--- src/design/twb_map.svh ---
`ifndef TWB_MAP_SVH
`define TWB_MAP_SVH
`define TWB_CLK_HZ 125000000
`define TWB_STD_BPS 100000
`define TWB_FAST_BPS 400000
`define TWB_STD_HALF (`TWB_CLK_HZ / (2 * `TWB_STD_BPS))
`define TWB_FAST_HALF (`TWB_CLK_HZ / (2 * `TWB_FAST_BPS))
`define TWB_BUS_FREE_NS 4700
`define TWB_BUS_FREE_CYC ((`TWB_BUS_FREE_NS * 125 + 999) / 1000)
`define TWB_FILT_LEN 3
`define TWB_BYTE_BITS 8
`define TWB_CNT_W 16
`endif

--- src/design/twb_pkg.sv ---
package twb_pkg;
    typedef struct packed {
        logic scl;
        logic sda;
    } twb_lines_t;
    typedef struct packed {
        logic arb_lost;
        logic start_seen;
        logic stop_seen;
    } twb_flags_t;
    typedef enum logic [6:0] {
        ST_IDLE  = 7'b0000001,
        ST_START = 7'b0000010,
        ST_LOW   = 7'b0000100,
        ST_HIGH  = 7'b0001000,
        ST_ACK   = 7'b0010000,
        ST_STOP  = 7'b0100000,
        ST_DONE  = 7'b1000000
    } twb_state_t;
endpackage : twb_pkg

--- src/design/twb_bit_byte.sv ---
`timescale 1ns/1ps
`include "twb_map.svh"
// Summary of operation
// - Master starts each transfer, clocks SCL and ends it.
// - Transmit or receive according to the transfer direction.
// - Lines are only pulled low or released, never driven high.
// - Bus idle when both lines high and no transfer running.
// - Bit rate at most 100 kbit/s standard, 400 kbit/s fast.
// - Exactly one SCL pulse per bit, acknowledge included.
// - SDA changes only while SCL low, except START and STOP.
// - SDA falling while SCL high is START.
// - SDA rising while SCL high is STOP.
// - Only the master generates START and STOP.
// - Busy after START, free after bus-free time following STOP.
// - Lines sampled far more than twice per SCL period.
// - Each byte is exactly eight bits.
// - No limit on bytes per transfer.
// - Every byte is followed by one acknowledge slot.
// - Bytes are sent most significant bit first.
// - Receiver may hold SCL low; transfer resumes on release.
// - Own clock altered only by stretching or arbitration.
// - Driving one while line reads zero means arbitration lost.
// - Clock follows wired-AND SCL level, not own timer alone.
// - Legacy format may stop mid-byte with no acknowledge.
// - Transmitter releases SDA in ack; receiver holds it low.
// - Arbitration loser releases SDA at once.
module twb_bit_byte
    import twb_pkg::*;
#(
    parameter int FREE_CYC = `TWB_BUS_FREE_CYC
) (
    input wire logic core_clk,
    input wire logic rst,
    input wire logic scl_in,
    input wire logic sda_in,
    output logic scl_out,
    output logic scl_oe,
    output logic sda_out,
    output logic sda_oe,
    input wire logic cmd_start,
    input wire logic cmd_stop,
    input wire logic cmd_byte,
    input wire logic cmd_read,
    input wire logic cmd_ack,
    input wire logic cmd_fast,
    input wire logic cmd_abort,
    input wire logic [7:0] tx_data,
    output logic [7:0] rx_data_q,
    output logic rx_ack_q,
    output logic done_q,
    output logic busy_q,
    output logic bus_busy_q,
    output twb_flags_t flags_q
);
    // ***************************
    // Input conditioning
    // ***************************
    twb_lines_t line;
    twb_lines_t line_prev_q;
    logic scl_filt;
    logic sda_filt;
    assign line = '{scl: scl_filt, sda: sda_filt};
    twb_line_filter #(.LEN(`TWB_FILT_LEN)) u_scl (
        .core_clk(core_clk),
        .rst(rst),
        .line_in(scl_in),
        .line_q(scl_filt)
    );
    twb_line_filter #(.LEN(`TWB_FILT_LEN)) u_sda (
        .core_clk(core_clk),
        .rst(rst),
        .line_in(sda_in),
        .line_q(sda_filt)
    );
    // Sampling at the core clock is hundreds of samples per bit period.
    wire start_det = line_prev_q.scl && line.scl && line_prev_q.sda && !line.sda;
    wire stop_det = line_prev_q.scl && line.scl && !line_prev_q.sda && line.sda;

    // ***************************
    // Bus busy tracking
    // ***************************
    logic [`TWB_CNT_W-1:0] free_cnt_q;
    logic free_wait_q;
    always_ff @(posedge core_clk or posedge rst) begin
        if (rst) begin
            line_prev_q <= '1;
            bus_busy_q <= 1'b0;
            free_wait_q <= 1'b0;
            free_cnt_q <= '0;
        end else begin
            line_prev_q <= line;
            if (start_det) begin
                bus_busy_q <= 1'b1;
                free_wait_q <= 1'b0;
            end else if (stop_det) begin
                free_wait_q <= 1'b1;
                free_cnt_q <= '0;
            end else if (free_wait_q) begin
                if (!(line.scl && line.sda)) begin
                    free_cnt_q <= '0;
                end else if (free_cnt_q == `TWB_CNT_W'(FREE_CYC - 1)) begin
                    bus_busy_q <= 1'b0;
                    free_wait_q <= 1'b0;
                end else begin
                    free_cnt_q <= free_cnt_q + 1'b1;
                end
            end
        end
    end

    // ***************************
    // Master bit engine
    // ***************************
    twb_state_t state_q;
    logic [`TWB_CNT_W-1:0] tmr_q;
    logic [7:0] sh_q;
    logic [3:0] bit_q;
    logic rd_q;
    logic ackv_q;
    logic fast_q;
    logic stop_pend_q;
    logic drv_sda_low_q;
    logic drv_scl_low_q;
    logic lost_q;
    wire [`TWB_CNT_W-1:0] half = fast_q ? `TWB_CNT_W'(`TWB_FAST_HALF)
                                        : `TWB_CNT_W'(`TWB_STD_HALF);
    wire tmr_done = (tmr_q == '0);
    wire last_bit = (bit_q == 4'(`TWB_BYTE_BITS));
    // Own released one seen as zero in high phase means another master won.
    wire arb_miss = (state_q == ST_HIGH) && !drv_sda_low_q && !line.sda
                    && line.scl && !rd_q && !last_bit;
    // A receiving master keeps SDA released on the data bits.
    wire sda_bit = last_bit ? (rd_q ? !ackv_q : 1'b1) : (rd_q || sh_q[7]);
    // Data moves half-way through the low phase, well clear of both SCL edges.
    wire place_bit = drv_scl_low_q && (tmr_q == (half >> 1));

    always_ff @(posedge core_clk or posedge rst) begin
        if (rst) begin
            state_q <= ST_IDLE;
            tmr_q <= '0;
            sh_q <= '0;
            bit_q <= '0;
            rd_q <= 1'b0;
            ackv_q <= 1'b0;
            fast_q <= 1'b0;
            stop_pend_q <= 1'b0;
            drv_sda_low_q <= 1'b0;
            drv_scl_low_q <= 1'b0;
            lost_q <= 1'b0;
            rx_data_q <= '0;
            rx_ack_q <= 1'b1;
            done_q <= 1'b0;
        end else begin
            done_q <= 1'b0;
            lost_q <= 1'b0;
            if (tmr_q != '0) begin
                tmr_q <= tmr_q - 1'b1;
            end
            case (state_q)
                ST_IDLE: begin
                    fast_q <= cmd_fast;
                    if (cmd_start && (!bus_busy_q || drv_scl_low_q)) begin
                        drv_scl_low_q <= 1'b0;
                        state_q <= ST_START;
                        tmr_q <= half;
                    end else if (cmd_byte && drv_scl_low_q) begin
                        sh_q <= tx_data;
                        rd_q <= cmd_read;
                        ackv_q <= cmd_ack;
                        bit_q <= '0;
                        state_q <= ST_LOW;
                        tmr_q <= half;
                    end else if (cmd_stop && drv_scl_low_q) begin
                        drv_sda_low_q <= 1'b1;
                        state_q <= ST_STOP;
                        tmr_q <= half;
                    end
                end
                ST_START: begin
                    if (tmr_done && line.scl) begin
                        if (!drv_sda_low_q) begin
                            drv_sda_low_q <= 1'b1;
                            tmr_q <= half;
                        end else begin
                            drv_scl_low_q <= 1'b1;
                            state_q <= ST_DONE;
                            tmr_q <= half;
                        end
                    end
                end
                ST_LOW: begin
                    if (cmd_abort) begin
                        stop_pend_q <= 1'b1;
                    end
                    if (place_bit) begin
                        drv_sda_low_q <= !sda_bit;
                    end
                    if (tmr_done) begin
                        if (stop_pend_q && drv_scl_low_q) begin
                            // Pulling SDA with SCL high would look like a START.
                            drv_sda_low_q <= 1'b1;
                            stop_pend_q <= 1'b0;
                            state_q <= ST_STOP;
                            tmr_q <= half;
                        end else if (drv_scl_low_q) begin
                            drv_scl_low_q <= 1'b0;
                        end else if (line.scl) begin
                            state_q <= ST_HIGH;
                            tmr_q <= half;
                        end
                    end
                end
                ST_HIGH: begin
                    if (arb_miss) begin
                        drv_sda_low_q <= 1'b0;
                        drv_scl_low_q <= 1'b0;
                        lost_q <= 1'b1;
                        state_q <= ST_IDLE;
                    end else if (!line.scl || tmr_done) begin
                        // Another master pulling SCL low shortens our high phase.
                        drv_scl_low_q <= 1'b1;
                        tmr_q <= half;
                        if (last_bit) begin
                            rx_ack_q <= line.sda;
                            state_q <= ST_ACK;
                        end else begin
                            sh_q <= {sh_q[6:0], line.sda};
                            bit_q <= bit_q + 1'b1;
                            state_q <= ST_LOW;
                        end
                    end
                end
                ST_ACK: begin
                    drv_sda_low_q <= 1'b0;
                    rx_data_q <= sh_q;
                    state_q <= ST_DONE;
                end
                ST_STOP: begin
                    if (tmr_done) begin
                        if (drv_scl_low_q) begin
                            drv_scl_low_q <= 1'b0;
                            tmr_q <= half;
                        end else if (line.scl) begin
                            drv_sda_low_q <= 1'b0;
                            state_q <= ST_DONE;
                        end
                    end
                end
                ST_DONE: begin
                    // Back to idle holding SCL low, except after a STOP, so bytes may follow without limit.
                    done_q <= 1'b1;
                    bit_q <= '0;
                    state_q <= ST_IDLE;
                end
                default: begin
                    state_q <= ST_IDLE;
                end
            endcase
        end
    end

    // ***************************
    // Pins and flags
    // ***************************
    always_ff @(posedge core_clk or posedge rst) begin
        if (rst) begin
            scl_out <= 1'b0;
            sda_out <= 1'b0;
            scl_oe <= 1'b0;
            sda_oe <= 1'b0;
            busy_q <= 1'b0;
            flags_q <= '0;
        end else begin
            scl_out <= 1'b0;
            sda_out <= 1'b0;
            scl_oe <= drv_scl_low_q;
            sda_oe <= drv_sda_low_q && !arb_miss;
            busy_q <= (state_q != ST_IDLE);
            flags_q.arb_lost <= lost_q;
            flags_q.start_seen <= start_det;
            flags_q.stop_seen <= stop_det;
        end
    end

    // ***************************
    // Checks
    // ***************************
    property p_busy_on_start;
        @(posedge core_clk) disable iff (rst) start_det |=> bus_busy_q;
    endproperty
    a_busy_on_start: assert property (p_busy_on_start) else $error("bus not busy after start");
    property p_start_flag;
        @(posedge core_clk) disable iff (rst) start_det |=> flags_q.start_seen;
    endproperty
    a_start_flag: assert property (p_start_flag) else $error("start flag missing");
    property p_stop_flag;
        @(posedge core_clk) disable iff (rst) stop_det |=> flags_q.stop_seen;
    endproperty
    a_stop_flag: assert property (p_stop_flag) else $error("stop flag missing");
    property p_lost_release;
        @(posedge core_clk) disable iff (rst) arb_miss |=> !sda_oe ##1 !sda_oe;
    endproperty
    a_lost_release: assert property (p_lost_release) else $error("sda driven after loss");
    property p_lost_flag;
        @(posedge core_clk) disable iff (rst) arb_miss |=> ##1 flags_q.arb_lost;
    endproperty
    a_lost_flag: assert property (p_lost_flag) else $error("arbitration loss not flagged");
    property p_low_only;
        @(posedge core_clk) disable iff (rst) !scl_out && !sda_out;
    endproperty
    a_low_only: assert property (p_low_only) else $error("line driven high");
    property p_stable_high;
        @(posedge core_clk) disable iff (rst)
            (state_q == ST_HIGH) && $stable(state_q) |-> $stable(drv_sda_low_q);
    endproperty
    a_stable_high: assert property (p_stable_high) else $error("sda moved in high phase");
    property p_stretch;
        @(posedge core_clk) disable iff (rst)
            (state_q == ST_LOW) && !drv_scl_low_q && !line.scl |=> state_q != ST_HIGH;
    endproperty
    a_stretch: assert property (p_stretch) else $error("high phase during stretch");
    property p_eight_bits;
        @(posedge core_clk) disable iff (rst) bit_q <= 4'(`TWB_BYTE_BITS);
    endproperty
    a_eight_bits: assert property (p_eight_bits) else $error("bit count beyond byte");
endmodule : twb_bit_byte

--- src/design/twb_line_filter.sv ---
`timescale 1ns/1ps
`include "twb_map.svh"
module twb_line_filter
    import twb_pkg::*;
#(
    parameter int LEN = `TWB_FILT_LEN
) (
    input wire logic core_clk,
    input wire logic rst,
    input wire logic line_in,
    output logic line_q
);
    // ***************************
    // Two-stage sync then majority
    // ***************************
    logic sync1_q;
    logic sync2_q;
    logic [LEN-1:0] hist_q;
    logic [3:0] ones;
    always_ff @(posedge core_clk or posedge rst) begin
        if (rst) begin
            sync1_q <= 1'b1;
            sync2_q <= 1'b1;
            hist_q <= '1;
            line_q <= 1'b1;
        end else begin
            sync1_q <= line_in;
            sync2_q <= sync1_q;
            hist_q <= {hist_q[LEN-2:0], sync2_q};
            if (ones > 4'(LEN / 2)) begin
                line_q <= 1'b1;
            end else begin
                line_q <= 1'b0;
            end
        end
    end
    always_comb begin
        ones = 4'h0;
        for (int i = 0; i < LEN; i++) begin
            ones = ones + 4'(hist_q[i]);
        end
    end
endmodule : twb_line_filter

--- config.mk ---
export PLATFORM = sky130hd
export DESIGN_NAME = twb_bit_byte
export DESIGN_NICKNAME = d
export VERILOG_FILES = /design/src/design/twb_pkg.sv /design/src/design/twb_bit_byte.sv /design/src/design/twb_line_filter.sv
export VERILOG_INCLUDE_DIRS = /design/src /design/src/design
export SDC_FILE = /design/constraint.sdc
export NUM_CORES = 1
export LEC_CHECK = 0
export BUFFER_PORTS_ARGS = -buffer_cell sky130_fd_sc_hd__buf_4
export CORE_ASPECT_RATIO = 1.25
export CORE_UTILIZATION = 35
export DETAILED_ROUTE_END_ITERATION = 8
export PLACE_DENSITY_LB_ADDON = 0.15
export SLEW_MARGIN = 20
export SYNTH_ARGS = -nofsm -noshare
export SYNTH_HDL_FRONTEND = slang
export SYNTH_HIERARCHICAL = 1
export SYNTH_SLANG_ARGS = --single-unit
--- constraint.sdc ---
create_clock -name core_clk -period 3.76 [get_ports core_clk]
set_input_delay 0.564 -clock core_clk [delete_from_list [all_inputs] [get_ports core_clk]]
set_output_delay 0.564 -clock core_clk [all_outputs]
set_load 0.01 [all_outputs]
## Word level (Yosys, flattened, before mapping)

Index checks and enable logic that the tools add are counted.

- Register bits after elaboration: 90
- Bits of input ports: 19
- Output and inout port bits: 19

- Reduce and logical (&&, ||, !) cells: 50
- Add/sub/neg operators: 7
- Equality and inequality tests: 33
- Bitwise operators: 3
- Multiplexer cells: 88
- Magnitude comparators: 2

Operators by type and width:

| kind | count |
|---|---|
| 2-to-1 mux 16 bit | 17 |
| 2-to-1 mux 7 bit | 14 |
| case mux 16 bit (5 select lines) | 1 |
| case mux 7 bit (6 select lines) | 1 |
| 2-to-1 mux 8 bit | 5 |
| 2-to-1 mux 1 bit | 39 |
| inequality test 2 bit, second input constant | 15 |
| 2-to-1 mux 4 bit | 5 |
| logical AND 1 bit | 18 |
| adder 16 x 1 -> 16 bit, second input constant | 1 |
| equality test 16 x 10 -> 1 bit, second input constant | 1 |
| equality test 16 x 9 -> 1 bit | 1 |
| zero test 16 bit | 1 |
| case mux 8 bit (2 select lines) | 1 |
| nonzero test 16 bit | 1 |
| subtractor 16 x 1 -> 16 bit, second input constant | 1 |
| case mux 4 bit (3 select lines) | 1 |
| AND reduction 6 bit | 2 |
| zero test 1 bit | 10 |
| 2-to-1 mux 10 bit | 1 |
| AND reduction 10 bit | 1 |
| nonzero test 2 bit | 5 |
| AND reduction 9 bit | 1 |
| adder 4 x 1 -> 4 bit | 2 |
| 27 further kinds | 38 |

## Longest topological paths before layout

Gate-level depths: netlist of run 1.

- Word-level depth: 8
- Depth in mapped cells: 10

## Cells and area by module

Netlist of run 1, hierarchy kept.

By module, submodules not included:

| module | cells an instance | times used | sequential area each (µm²) | area each (µm²) |
|---|---|---|---|---|
| twb_bit_byte | 460 | 1 | 1956.9 | 4281.6 |
| twb_line_filter | 9 | 2 | 157.7 | 181.4 |

## Worst setup path before layout of run 1

OpenSTA, ideal clock, no wires.

- Path kind: register -> register
- From: register tmr_q[0]
- To: register tmr_q[6]
- Stages on the path, launching flop included: 10
- Setup slack: 1.158 ns
- Period minus slack after synthesis: 2.602 ns
- Data arrival time: 2.484 ns
- Buffers on the path: 1
- Setup time: 0.118 ns
- Cell sequence: dfrtp_1 > inv_1 > ha_1 > or4b_2 > or4_1 > buf_2 > o211ai_2 > nand2_2 > nand4bb_1 > a21o_1

- Longest elaborated chain between the ends: 7
- Elaborated cells between the ends (all ways): 19
- Classes of those cells: add/sub (1); mux (14); reduce/logical (4)

RTL lines:

| item | RTL line | source |
|---|---|---|
| start: declaration | twb_bit_byte.sv:115 | `` logic [`TWB_CNT_W-1:0] tmr_q; `` |
| start signal: assignment | twb_bit_byte.sv:157 | `tmr_q <= tmr_q - 1'b1;` |
| start signal: assignment | twb_bit_byte.sv:165 | `tmr_q <= half;` |
| start signal: assignment | twb_bit_byte.sv:172 | `tmr_q <= half;` |
| subtractor 16 x 1 -> 16 bit / nonzero test 16 bit (equally long branches) | twb_bit_byte.sv:157, twb_bit_byte.sv:156 |  |
| 2-to-1 mux 16 bit | twb_bit_byte.sv:156 | `if (tmr_q != '0) begin` |
| 2-to-1 mux 16 bit | twb_bit_byte.sv:207 | `end else if (line.scl) begin` |
| 2-to-1 mux 16 bit | twb_bit_byte.sv:205 | `end else if (drv_scl_low_q) begin` |
| 2-to-1 mux 16 bit | twb_bit_byte.sv:199 | `if (stop_pend_q && drv_scl_low_q) begin` |
| 2-to-1 mux 16 bit | twb_bit_byte.sv:198 | `if (tmr_done) begin` |
| case mux 16 bit (5 select lines) (*) | twb_bit_byte.sv:159 | `case (state_q)` |

Every way passes the cells marked *; elsewhere a longest branch is shown, timed or not.
A chain may end at the register's enable or synchronous reset.

## Worst setup path after layout of run 1

- From: register tmr_q[0]
- To: register tmr_q[5]

Same word-level chain as after synthesis.

==> impl_metrics.prom, run 1 <==
# TYPE chip_impl_metric gauge
chip_impl_info{name="status",value="finished clean"} 1
chip_impl_info{name="critPathSlowestCell",value="sky130_fd_sc_hd__or4b_2"} 1
chip_impl_info{name="timing.critical_path.max_delay_family",value="simple AND/OR/NAND/NOR gates"} 1
chip_impl_metric{name="hold_violations",unit=""} 0
chip_impl_metric{name="first_global_vias",unit=""} 3852
chip_impl_metric{name="synth-edff-count",unit=""} 0
chip_impl_metric{name="floorplan.rows",unit=""} 46
chip_impl_metric{name="placement.setup.worst_slack",unit="ns"} 0.835
chip_impl_info{name="timing.critical_path.from_type",value="flop"} 1
chip_impl_metric{name="asyncSetResetFlopFracSynth",unit=""} 1.00
chip_impl_metric{name="floorplan.initialDensity",unit=""} 0.362
chip_impl_metric{name="grt_start_max_net_pins",unit=""} 57
chip_impl_metric{name="postSynthRegisterBits",unit=""} 90
chip_impl_metric{name="syn_inst",unit=""} 478
chip_impl_info{name="cts.root.buffer_cell",value="sky130_fd_sc_hd__clkbuf_16"} 1
chip_impl_metric{name="finalWorstSetupSlack",unit="ns"} 0.758
chip_impl_metric{name="dp_hpwl",unit="microns"} 8330
chip_impl_info{name="yosysTopAreaCell",value="sky130_fd_sc_hd__dfrtp_1"} 1
chip_impl_metric{name="clock_sink_count",unit=""} 90
chip_impl_metric{name="power.ir.vdd_worst",unit="uV"} 255
chip_impl_metric{name="postPlaceCellArea",unit="sq um"} 5060
chip_impl_metric{name="die_x",unit="microns"} 105
chip_impl_metric{name="cts.repair_timing.setup_buffer_count",unit=""} 0
chip_impl_metric{name="critical_path_required",unit="ns"} 3.96
chip_impl_metric{name="area_growth_syn_to_layout",unit="%"} 15.6
chip_impl_metric{name="cts_max_level",unit=""} 3
chip_impl_metric{name="wl_per_cell",unit="microns"} 16.9
chip_impl_metric{name="post-route-cell-area",unit="sq um"} 5370
chip_impl_metric{name="route.detailed.vias_per_inst",unit=""} 5.54
chip_impl_metric{name="num-fill-cells",unit=""} 1262
chip_impl_metric{name="globalRouteTotalUtil",unit=""} 0.182
chip_impl_info{name="tritoncts_clock_tree",value="done"} 1
chip_impl_metric{name="remaining_drcs",unit=""} 0
chip_impl_info{name="hold_start",value="sda_in"} 1
chip_impl_metric{name="holdPathStages",unit=""} 1
chip_impl_metric{name="power_frac_clock",unit=""} 0.275
chip_impl_metric{name="fin_total_pwr",unit="uW"} 3350
chip_impl_metric{name="die-area",unit="sq um"} 13700
chip_impl_metric{name="netsw",unit="uW"} 1220
chip_impl_metric{name="coreArea",unit="sq um"} 12800
chip_impl_metric{name="synth_area_per_cell",unit="sq um"} 9.72
chip_impl_metric{name="grt_overflow",unit=""} 0
chip_impl_metric{name="min_period_over_period",unit=""} 0.798
chip_impl_metric{name="final_max_slew_viol_count",unit=""} 0
chip_impl_metric{name="cts_resized",unit=""} 0
chip_impl_metric{name="cts_inserted_buffers",unit=""} 9
chip_impl_metric{name="initial_antenna_violation_count",unit=""} 0
chip_impl_metric{name="worst_ep_arrival_time",unit="ns"} 3.20
chip_impl_metric{name="finalWirelength",unit="microns"} 11500
chip_impl_metric{name="static-leakage-power",unit="uW"} 0.00237
chip_impl_info{name="synthFlopType",value="sky130_fd_sc_hd__dfrtp_1"} 1
chip_impl_info{name="unrepaired_setup_endpoints_after_global_routing",value="no"} 1
chip_impl_info{name="worstHoldPathType",value="in2reg"} 1
chip_impl_metric{name="dr.pass1.iters",unit=""} 6
chip_impl_metric{name="internal_power",unit="uW"} 2130
chip_impl_metric{name="totalNegativeSetupSlack",unit="ns"} 0
chip_impl_metric{name="power_density",unit="nW/um^2"} 624
chip_impl_metric{name="cpPeakStageDelay",unit="ns"} 0.64
chip_impl_metric{name="final_layout_net_count",unit=""} 530
chip_impl_metric{name="routabilityCongestion",unit=""} 0.865
chip_impl_info{name="yosysMostFrequentCell",value="sky130_fd_sc_hd__dfrtp_1"} 1
chip_impl_metric{name="switching_share",unit=""} 0.364
chip_impl_metric{name="yosys_warnings",unit=""} 6
chip_impl_metric{name="synthDistinctLibCells",unit=""} 68
chip_impl_info{name="critPathCaptureType",value="flop"} 1
chip_impl_metric{name="floorplan.io_pins",unit=""} 38
chip_impl_metric{name="drive_gt1_frac",unit=""} 0.186
chip_impl_metric{name="clk_transition_reported_paths",unit="ns"} 0.06
chip_impl_metric{name="antenna_cells_inserted",unit=""} 0
chip_impl_metric{name="drt_iter0_markers",unit=""} 177
chip_impl_metric{name="comb_power_share",unit=""} 0.322
chip_impl_metric{name="setup_violations",unit=""} 0
chip_impl_metric{name="floorplan.die.height",unit="microns"} 131
chip_impl_metric{name="post-route-min-period",unit="ns"} 3.00
chip_impl_metric{name="ff2ff_path_depth",unit=""} 8
chip_impl_metric{name="worst-path-buf-inv",unit=""} 1
chip_impl_metric{name="maxSlewHeadroom",unit=""} 0.521
chip_impl_info{name="timing.setup.critical_path_class",value="reg2reg"} 1
chip_impl_info{name="worstPathCellList",value="inv_1 -> ha_1 -> or4b_2 -> or4_1 -> o211ai_2 -> nand2_2 -> nor4b_1 -> o22ai_1"} 1
chip_impl_metric{name="max_clock_freq",unit="MHz"} 333
chip_impl_metric{name="clkLatencyLatePin",unit="ns"} 0.34
chip_impl_metric{name="post_synth_instance_area",unit="sq um"} 4640
chip_impl_info{name="reg2reg_from",value="tmr_q[0]"} 1
chip_impl_metric{name="grt_pass1_wl",unit="microns"} 19400
chip_impl_info{name="synth_common_cells",value="74 x sky130_fd_sc_hd__dfrtp_1, 47 x sky130_fd_sc_hd__o21ai_0, 37 x sky130_fd_sc_hd__nand2_1"} 1
chip_impl_metric{name="worst_clock_skew",unit="ns"} 0.00756
chip_impl_metric{name="synth_sequential_area_ratio",unit=""} 0.489
chip_impl_info{name="ys_top_cells_by_area",value="sky130_fd_sc_hd__dfrtp_1 40%, sky130_fd_sc_hd__dfstp_2 9.1%, sky130_fd_sc_hd__o21ai_0 5.1%"} 1
chip_impl_metric{name="utilization",unit=""} 0.418
chip_impl_metric{name="antenna_left",unit=""} 0
chip_impl_info{name="crit_path_start",value="tmr_q[0]"} 1
chip_impl_metric{name="power_frac_seq",unit=""} 0.402
chip_impl_metric{name="worst-path-stages",unit=""} 8
chip_impl_metric{name="max_cap_violations",unit=""} 0
chip_impl_metric{name="cts-hold-fix-buffers",unit=""} 0
chip_impl_metric{name="crit_fanout",unit=""} 10
chip_impl_metric{name="port_buffers",unit=""} 35
chip_impl_metric{name="post-synth-top-area-fraction",unit=""} 0.399
chip_impl_metric{name="via_count",unit=""} 3753
chip_impl_metric{name="worst-slew-pin-transition",unit="ns"} 0.718
chip_impl_metric{name="cts-root-to-sink-buffers",unit=""} 2
## per-layer routing
layer  share of wire  wire length [microns]  GRT usage
met2            0.50                   5690      0.311
met3           0.040                    460     0.0402
met4           0.022                    256     0.0829
met1            0.44                   5050      0.221
met5               0                      0          0
## final cells by class
type | instances | area (sq um) | share of cell area
multi-input cells | 343 | 2190 | 0.408
inverters | 20 | 77.6 | 0.0145
clock inverters | 2 | 13.8 | 0.00256
clock buffers | 14 | 297 | 0.0552
well taps | 168 | 210 | 0.0392
flip-flops and latches | 90 | 2270 | 0.423
repair buffers | 41 | 308 | 0.0573
## state kept, by name, summed over array words and instances, names as in the netlist, 2 cells and up
name and count:
line_prev_q 2, tmr_q 16, u_sda/hist_q 3, sh_q 8, bit_q 4, rx_data_q 8, flags_q 3, state_q 7
free_cnt_q 16, u_scl/hist_q 3
## cell families (layout without fill, tap and decap cells)
logic type | Yosys count | count (layout) | synth area share
and+or+nand+nor | 172 | 172 | 0.202
AOI/OAI and AO/OA | 131 | 131 | 0.182
DFF | 90 | 90 | 0.489
buffers and inverters | 46 | 77 | 0.0401
muxes | 20 | 20 | 0.0463
xor gates and xnor gates | 12 | 12 | 0.0226
adders and majority gates | 6 | 6 | 0.0162
other | 1 | 2 | 0.000807
## stage by stage
| stage | instances | hold slack, ns |
|---|---|---|
| after CTS | 678 | 0.314 |
| final | 678 | 0.329 |
| after floorplan | 479 | 0.331 |
| after global routing | 678 | 0.319 |
| after global placement | 662 | 0.347 |
| after detailed placement | 662 | 0.348 |
## power groups by stage
stage	Sequential (uW)	Combinational, uW	Clock, uW
2_1_floorplan	1280	848	0
3_3_place_gp	1360	1070	0
3_5_place_dp	1360	1070	0
4_1_cts	1350	1080	956
5_1_grt	1370	1210	989
6_report	1350	1080	922
## final timing paths
path | to | slack, ns
max | tmr_q[5] | 0.76
min | u_sda/sync1_q | 0.33
max reg2reg | tmr_q[5] | 0.76
min reg2reg | u_sda/hist_q[0] | 0.36
max in group asynchronous | rx_ack_q | 2.67
min in group asynchronous | flags_q[0] | 0.35
## cell usage in the layout, fill, tap and decap left out, types with 11 or more instances in the layout
cell and instances:
sky130_fd_sc_hd__dfrtp_1 74, sky130_fd_sc_hd__o21ai_0 47, sky130_fd_sc_hd__buf_4 41, sky130_fd_sc_hd__nand2_1 37, sky130_fd_sc_hd__nor2_1 32, sky130_fd_sc_hd__inv_1 18
sky130_fd_sc_hd__nor3_1 16, sky130_fd_sc_hd__dfstp_2 16, sky130_fd_sc_hd__nand3_1 14, sky130_fd_sc_hd__o31ai_1 13, sky130_fd_sc_hd__a21oi_1 12, sky130_fd_sc_hd__mux2_2 11
sky130_fd_sc_hd__clkbuf_16 11
Note: power is estimated with default switching activity, not from simulation.
==> run 2: changes to the inputs <==
==> constraint.sdc (replaced) <==
create_clock -name core_clk -period 3.1 [get_ports core_clk]
set_input_delay 0.465 -clock core_clk [delete_from_list [all_inputs] [get_ports core_clk]]
set_output_delay 0.465 -clock core_clk [all_outputs]
set_load 0.01 [all_outputs]
==> run 2 against run 1 <==
Cell area grew 2.2%. Cell count is 1.6% higher. Hold slack got worse by 0.28 ns. Combinational power rose by 29%. Highest routed layer unchanged. Critical path depth stayed put. Largest cell class unchanged. Global-route usage barely moved. Critical endpoint is now tmr_q[10]. Count of clock-buffer cells in the layout is 4 lower. Total power grew 26%. Maximum frequency up 7.5%. Register-to-register slack got worse by 0.45 ns. Setup slack lost 0.45 ns. Clock power is 30% higher.
==> impl_metrics.prom, run 2 (synthesis results as in run 1) <==
# TYPE chip_impl_metric gauge
chip_impl_info{name="status",value="finished clean"} 1
chip_impl_info{name="tritoncts_clock_tree",value="done"} 1
chip_impl_info{name="crit-reg2reg-capture",value="tmr_q[10]"} 1
chip_impl_metric{name="postPlaceCellArea",unit="sq um"} 5150
chip_impl_metric{name="comb_power_share",unit=""} 0.330
chip_impl_metric{name="die-area",unit="sq um"} 13700
chip_impl_metric{name="maxSlewHeadroom",unit=""} 0.588
chip_impl_info{name="worstPathCellList",value="inv_1 -> ha_1 -> or4b_2 -> or4_4 -> a21oi_1 -> or2_1 -> or2_1 -> nor2_1"} 1
chip_impl_metric{name="grt_overflow",unit=""} 0
chip_impl_metric{name="cts_max_level",unit=""} 3
chip_impl_metric{name="hold_violations",unit=""} 0
chip_impl_info{name="unrepaired_setup_endpoints_after_global_routing",value="no"} 1
chip_impl_metric{name="floorplan.die.height",unit="microns"} 131
chip_impl_metric{name="max_cap_violations",unit=""} 0
chip_impl_metric{name="antenna_left",unit=""} 0
chip_impl_metric{name="worst_ep_arrival_time",unit="ns"} 3.01
chip_impl_metric{name="drive_gt1_frac",unit=""} 0.211
chip_impl_info{name="timing.critical_path.from_type",value="flop"} 1
chip_impl_metric{name="setup_violations",unit=""} 0
chip_impl_metric{name="met1_length",unit="microns"} 5120
chip_impl_info{name="most-common-layout-cells",value="74 x sky130_fd_sc_hd__dfrtp_1, 51 x sky130_fd_sc_hd__buf_4, 47 x sky130_fd_sc_hd__o21ai_0, 36 x sky130_fd_sc_hd__nand2_1, 32 x sky130_fd_sc_hd__nor2_1"} 1
chip_impl_metric{name="coreArea",unit="sq um"} 12800
chip_impl_metric{name="port_buffers",unit=""} 35
chip_impl_info{name="worstHoldPathType",value="in2async"} 1
chip_impl_metric{name="final_layout_net_count",unit=""} 541
chip_impl_metric{name="dr_wl_met2",unit="microns"} 5700
chip_impl_metric{name="floorplan.io_pins",unit=""} 38
chip_impl_info{name="crit_top_cell",value="sky130_fd_sc_hd__or2_1"} 1
chip_impl_info{name="reg2reg_from",value="tmr_q[1]"} 1
chip_impl_metric{name="max_clock_freq",unit="MHz"} 358
chip_impl_metric{name="worst-path-buf-inv",unit=""} 1
chip_impl_metric{name="first_global_vias",unit=""} 3768
chip_impl_metric{name="power.ir.vdd_worst",unit="uV"} 271
chip_impl_metric{name="clkLatencyLatePin",unit="ns"} 0.34
chip_impl_metric{name="worst-slew-pin-transition",unit="ns"} 0.609
chip_impl_metric{name="power_density",unit="nW/um^2"} 767
chip_impl_metric{name="critical_path_required",unit="ns"} 3.32
chip_impl_info{name="reg_top3",value="free_cnt_q: 16 flops, tmr_q: 16 flops"} 1
chip_impl_metric{name="min_period_over_period",unit=""} 0.901
chip_impl_metric{name="dp_hpwl",unit="microns"} 8480
chip_impl_metric{name="cpPeakStageDelay",unit="ns"} 0.65
chip_impl_metric{name="die_x",unit="microns"} 105
chip_impl_metric{name="finalWirelength",unit="microns"} 11600
chip_impl_metric{name="power_frac_seq",unit=""} 0.386
chip_impl_metric{name="area_growth_syn_to_layout",unit="%"} 18.1
chip_impl_metric{name="switching_share",unit=""} 0.360
chip_impl_info{name="timing.critical_path.max_delay_family",value="simple AND/OR/NAND/NOR gates"} 1
chip_impl_metric{name="r2r_slack",unit="ns"} 0.31
chip_impl_metric{name="layoutNonFillerInstCount",unit=""} 689
chip_impl_metric{name="antenna_cells_inserted",unit=""} 0
chip_impl_info{name="critPathCaptureType",value="flop"} 1
chip_impl_metric{name="globalRouteTotalUtil",unit=""} 0.182
chip_impl_metric{name="grt_start_max_net_pins",unit=""} 67
chip_impl_metric{name="cts-root-to-sink-buffers",unit=""} 2
chip_impl_metric{name="cts_inserted_buffers",unit=""} 9
chip_impl_metric{name="via_count",unit=""} 3847
chip_impl_metric{name="internal_power",unit="uW"} 2690
chip_impl_metric{name="placedCellCount",unit=""} 673
chip_impl_info{name="top_layer",value="met4"} 1
chip_impl_metric{name="dr.pass1.iters",unit=""} 5
chip_impl_metric{name="post-route-min-period",unit="ns"} 2.79
chip_impl_metric{name="clk_transition_reported_paths",unit="ns"} 0.07
chip_impl_metric{name="worst_clock_skew",unit="ns"} 0.00902
chip_impl_metric{name="routabilityCongestion",unit=""} 0.865
chip_impl_metric{name="static-leakage-power",unit="uW"} 0.00243
chip_impl_metric{name="routed-wl-met3",unit="microns"} 506
chip_impl_info{name="cts.root.buffer_cell",value="sky130_fd_sc_hd__clkbuf_16"} 1
chip_impl_metric{name="route.detailed.vias_per_inst",unit=""} 5.58
chip_impl_info{name="timing.setup.critical_path_class",value="reg2reg"} 1
chip_impl_metric{name="grt_pass1_wl",unit="microns"} 19500
chip_impl_metric{name="drt_iter0_markers",unit=""} 290
chip_impl_metric{name="final_max_slew_viol_count",unit=""} 0
chip_impl_metric{name="clock_sink_count",unit=""} 90
chip_impl_metric{name="floorplan.rows",unit=""} 46
chip_impl_info{name="critPathSlowestCell",value="sky130_fd_sc_hd__or4b_2"} 1
chip_impl_metric{name="netsw",unit="uW"} 1510
chip_impl_metric{name="crit_fanout",unit=""} 10
chip_impl_metric{name="post-route-cell-area",unit="sq um"} 5480
chip_impl_metric{name="power_frac_clock",unit=""} 0.285
chip_impl_metric{name="utilization",unit=""} 0.427
chip_impl_metric{name="totalNegativeSetupSlack",unit="ns"} 0
chip_impl_metric{name="initial_antenna_violation_count",unit=""} 0
chip_impl_info{name="mostFrequentLayoutCell",value="sky130_fd_sc_hd__dfrtp_1"} 1
chip_impl_metric{name="wl_per_cell",unit="microns"} 16.8
chip_impl_metric{name="cts-hold-fix-buffers",unit=""} 0
chip_impl_metric{name="floorplan.initialDensity",unit=""} 0.362
chip_impl_metric{name="ff2ff_path_depth",unit=""} 8
chip_impl_metric{name="remaining_drcs",unit=""} 0
==> run 2: cell count changes in the layout (fill, tap and decap cells not counted), moves of 2 or more <==
cell,delta
sky130_fd_sc_hd__buf_4,+10
sky130_fd_sc_hd__bufinv_16,+2
sky130_fd_sc_hd__clkbuf_1,-2
sky130_fd_sc_hd__clkbuf_16,-2
sky130_fd_sc_hd__clkinv_2,+2
==> run 2: how the worst max path moves through the flow <==
stage | start | endpoint | depth (start not counted)
finish | tmr_q[1] | tmr_q[10] | 8
global route | tmr_q[10] | tmr_q[8] | 7
CTS | tmr_q[1] | tmr_q[5] | 8
detailed placement | tmr_q[1] | sh_q[0] | 8
global placement | tmr_q[0] | sh_q[1] | 8
floorplan | tmr_q[0] | tmr_q[6] | 9
==> run 2: through the flow <==
step,hold WS (ns),total power [uW],setup WS (ns)
2_1_floorplan,0.331,2580,0.498
5_1_grt,0.0643,4480,0.113
3_3_place_gp,0.347,3000,0.267
3_5_place_dp,0.347,3010,0.181
4_1_cts,0.0528,4230,0.175
6_report,0.0487,4210,0.307
==> run 2: metal layers <==
| layer | vias to the layer above | track usage |
|---|---|---|
| met5 | - | 0 |
| met4 | 0 | 0.0671 |
| met3 | 16 | 0.0387 |
| met2 | 99 | 0.312 |
| met1 | 1895 | 0.228 |
| li1 | 1837 | - |
==> run 2: power by group through the flow <==
stage	Combinational (uW)	Sequential, uW	Clock (uW)
after global placement	1360	1640	0
final	1390	1620	1200
after CTS	1380	1620	1230
after floorplan	1030	1560	0
after detailed placement	1370	1640	0
after global routing	1540	1660	1280
==> run 2: area by class of cell <==
type                    instances  area [sq um]
fillers                      1229          7350
flip-flops and latches         90          2270
multi-input cells             343          2200
repair buffers                 52           403
clock buffers                  10           239
well taps                     168           210
clock inverters                 6          87.6
inverters                      20          76.3
==> run 2: timing repair <==
item / 4_1_cts / 5_1_grt
resized for setup: 0 / 2
buffers inserted: 0 / 0
setup endpoints to repair: 0 / 16
endpoints found under the hold margin: 0 / 0
==> run 3: changes to the inputs <==
--- a/config.mk
+++ b/config.mk
@@ -9,6 +9,7 @@
 export BUFFER_PORTS_ARGS = -buffer_cell sky130_fd_sc_hd__buf_4
 export CORE_ASPECT_RATIO = 1.25
 export CORE_UTILIZATION = 35
+export CTS_BUF_LIST = sky130_fd_sc_hd__clkbuf_16
 export DETAILED_ROUTE_END_ITERATION = 8
 export PLACE_DENSITY_LB_ADDON = 0.15
 export SLEW_MARGIN = 20
==> run 3 against run 2 <==
Global-route usage fell by 0.080 points. Combinational power barely moved. Sequential share of layout area rose by 0.076 points. Clock power barely moved. Critical path depth did not move. Critical endpoint is now tmr_q[1]. Highest routed layer unchanged.
==> impl_metrics.prom, run 3 (synthesis results as in run 1) <==
# TYPE chip_impl_metric gauge
chip_impl_metric{name="drt_iter0_markers",unit=""} 269
chip_impl_metric{name="static-leakage-power",unit="uW"} 0.00243
chip_impl_metric{name="first_global_vias",unit=""} 3768
chip_impl_info{name="timing.setup.critical_path_class",value="reg2reg"} 1
chip_impl_metric{name="totalNegativeSetupSlack",unit="ns"} 0
chip_impl_metric{name="worst-slew-pin-transition",unit="ns"} 0.610
chip_impl_metric{name="port_buffers",unit=""} 35
chip_impl_info{name="most-common-layout-cells",value="74 x sky130_fd_sc_hd__dfrtp_1, 51 x sky130_fd_sc_hd__buf_4, 47 x sky130_fd_sc_hd__o21ai_0, 36 x sky130_fd_sc_hd__nand2_1, 32 x sky130_fd_sc_hd__nor2_1"} 1
chip_impl_metric{name="max_cap_violations",unit=""} 0
chip_impl_metric{name="initial_antenna_violation_count",unit=""} 0
chip_impl_metric{name="worst_ep_arrival_time",unit="ns"} 3.01
chip_impl_metric{name="worst_clock_skew",unit="ns"} 0.00977
chip_impl_metric{name="final_layout_net_count",unit=""} 541
chip_impl_metric{name="clkLatencyLatePin",unit="ns"} 0.34
chip_impl_metric{name="via_count",unit=""} 3814
chip_impl_metric{name="floorplan.rows",unit=""} 46
chip_impl_metric{name="maxSlewHeadroom",unit=""} 0.588
chip_impl_info{name="timing.critical_path.from_type",value="flop"} 1
chip_impl_metric{name="num-fill-cells",unit=""} 1228
chip_impl_metric{name="final.hold.worst_slack",unit="ns"} 0.0490
chip_impl_metric{name="clk_transition_reported_paths",unit="ns"} 0.07
chip_impl_info{name="worstHoldPathType",value="in2async"} 1
chip_impl_metric{name="r2r_slack",unit="ns"} 0.30
chip_impl_metric{name="globalRouteTotalUtil",unit=""} 0.181
chip_impl_metric{name="drive_gt1_frac",unit=""} 0.209
chip_impl_metric{name="cts_max_level",unit=""} 3
chip_impl_info{name="reg_top3",value="free_cnt_q: 16 flops, tmr_q: 16 flops"} 1
chip_impl_metric{name="hold_violations",unit=""} 0
chip_impl_metric{name="setup_violations",unit=""} 0
chip_impl_metric{name="max_clock_freq",unit="MHz"} 357
chip_impl_metric{name="cts_resized",unit=""} 0
chip_impl_metric{name="dr.pass1.iters",unit=""} 5
chip_impl_info{name="status",value="finished clean"} 1
chip_impl_info{name="reg2reg_from",value="tmr_q[1]"} 1
chip_impl_metric{name="critical_path_required",unit="ns"} 3.31
chip_impl_info{name="cts.root.buffer_cell",value="sky130_fd_sc_hd__clkbuf_16"} 1
chip_impl_metric{name="dp_hpwl",unit="microns"} 8480
chip_impl_metric{name="ff2ff_path_depth",unit=""} 8
chip_impl_metric{name="route.detailed.vias_per_inst",unit=""} 5.54
chip_impl_metric{name="grt_start_max_net_pins",unit=""} 67
chip_impl_metric{name="remaining_drcs",unit=""} 0
chip_impl_metric{name="clock_sink_count",unit=""} 90
chip_impl_metric{name="routabilityCongestion",unit=""} 0.865
chip_impl_metric{name="cts.repair_timing.setup_buffer_count",unit=""} 0
chip_impl_metric{name="power.ir.vdd_worst",unit="uV"} 275
chip_impl_info{name="unrepaired_setup_endpoints_after_global_routing",value="no"} 1
chip_impl_info{name="crit-reg2reg-capture",value="tmr_q[1]"} 1
chip_impl_metric{name="floorplan.initialDensity",unit=""} 0.362
chip_impl_info{name="tritoncts_clock_tree",value="done"} 1
chip_impl_metric{name="power_density",unit="nW/um^2"} 764
chip_impl_metric{name="antenna_cells_inserted",unit=""} 0
chip_impl_metric{name="final_max_slew_viol_count",unit=""} 0
chip_impl_metric{name="post-route-min-period",unit="ns"} 2.80
chip_impl_metric{name="floorplan.die.height",unit="microns"} 131
chip_impl_metric{name="grt_overflow",unit=""} 0
chip_impl_metric{name="wl_per_cell",unit="microns"} 16.8
chip_impl_metric{name="cts-hold-fix-buffers",unit=""} 0
chip_impl_metric{name="die_x",unit="microns"} 105
chip_impl_metric{name="area_growth_syn_to_layout",unit="%"} 17.9
chip_impl_metric{name="grt_pass1_wl",unit="microns"} 19500
chip_impl_metric{name="area_used_by_multi_input_combinational_logic",unit="sq um"} 2200
chip_impl_info{name="mostFrequentLayoutCell",value="sky130_fd_sc_hd__dfrtp_1"} 1
chip_impl_metric{name="register_area",unit="sq um"} 2270
chip_impl_metric{name="antenna_left",unit=""} 0
chip_impl_metric{name="crit_fanout",unit=""} 10
chip_impl_metric{name="finalWirelength",unit="microns"} 11600
chip_impl_metric{name="coreArea",unit="sq um"} 12800
chip_impl_info{name="critPathCaptureType",value="flop"} 1
chip_impl_metric{name="cts_inserted_buffers",unit=""} 9
chip_impl_metric{name="min_period_over_period",unit=""} 0.904
chip_impl_metric{name="cts-root-to-sink-buffers",unit=""} 2
chip_impl_metric{name="floorplan.io_pins",unit=""} 38
chip_impl_metric{name="die-area",unit="sq um"} 13700
## run 3: changes by cell type in the layout (fill, tap and decap cells not counted)
cell | previous run | this run
sky130_fd_sc_hd__clkbuf_8 | 1 | 0
sky130_fd_sc_hd__clkinv_1 | 0 | 1
## run 3: cell type report
type | instances | share of cell area
clock inverter | 7 | 0.0167
timing repair buffer | 52 | 0.0736
sequential | 90 | 0.415
multi-input combinational | 343 | 0.401
clock buffer | 9 | 0.0411
tap | 168 | 0.0384
inverter | 20 | 0.0139
## run 3: worst max path at each step
stage / startpoint / endpoint / slack, ns / depth (start not counted)
CTS: tmr_q[1] / tmr_q[5] / 0.17 / 8
global route: tmr_q[10] / tmr_q[8] / 0.11 / 7
floorplan: tmr_q[0] / tmr_q[6] / 0.50 / 9
global placement: tmr_q[0] / sh_q[1] / 0.27 / 8
detailed placement: tmr_q[1] / sh_q[0] / 0.18 / 8
finish: tmr_q[1] / tmr_q[1] / 0.30 / 8
## run 3: routing by layer
layer | up-vias | share of wire | track usage
met5 | - | 0 | 0
met4 | 0 | 0.020 | 0.0696
met3 | 15 | 0.042 | 0.0313
met2 | 92 | 0.49 | 0.311
met1 | 1868 | 0.44 | 0.231
li1 | 1839 | - | -
## run 3: stage by stage
step / utilization / cells / power, uW / setup WS, ns / area, sq um
2_1_floorplan: - / 479 / 2580 / 0.498 / 4650
3_3_place_gp: 0.401 / 673 / 3000 / 0.267 / 5150
3_5_place_dp: 0.401 / 673 / 3010 / 0.181 / 5150
4_1_cts: 0.426 / 689 / 4200 / 0.175 / 5470
5_1_grt: 0.426 / 689 / 4450 / 0.113 / 5470
6_report: 0.426 / 689 / 4180 / 0.297 / 5470
## run 3: critical path: stages, from the launching register on
cell,delay (ns)
sky130_fd_sc_hd__dfrtp_1,0.43
sky130_fd_sc_hd__inv_1,0.08
sky130_fd_sc_hd__ha_1,0.17
sky130_fd_sc_hd__or4b_2,0.65
sky130_fd_sc_hd__or4_4,0.53
sky130_fd_sc_hd__a21oi_1,0.21
sky130_fd_sc_hd__or2_1,0.18
sky130_fd_sc_hd__or2_1,0.32
sky130_fd_sc_hd__a211oi_1,0.09
## run 3: power by group
part           internal [uW]  leakage, uW  switching, uW
registers               1390      0.00116            239
logic                    578      0.00111            810
clock network            705     0.000157            466
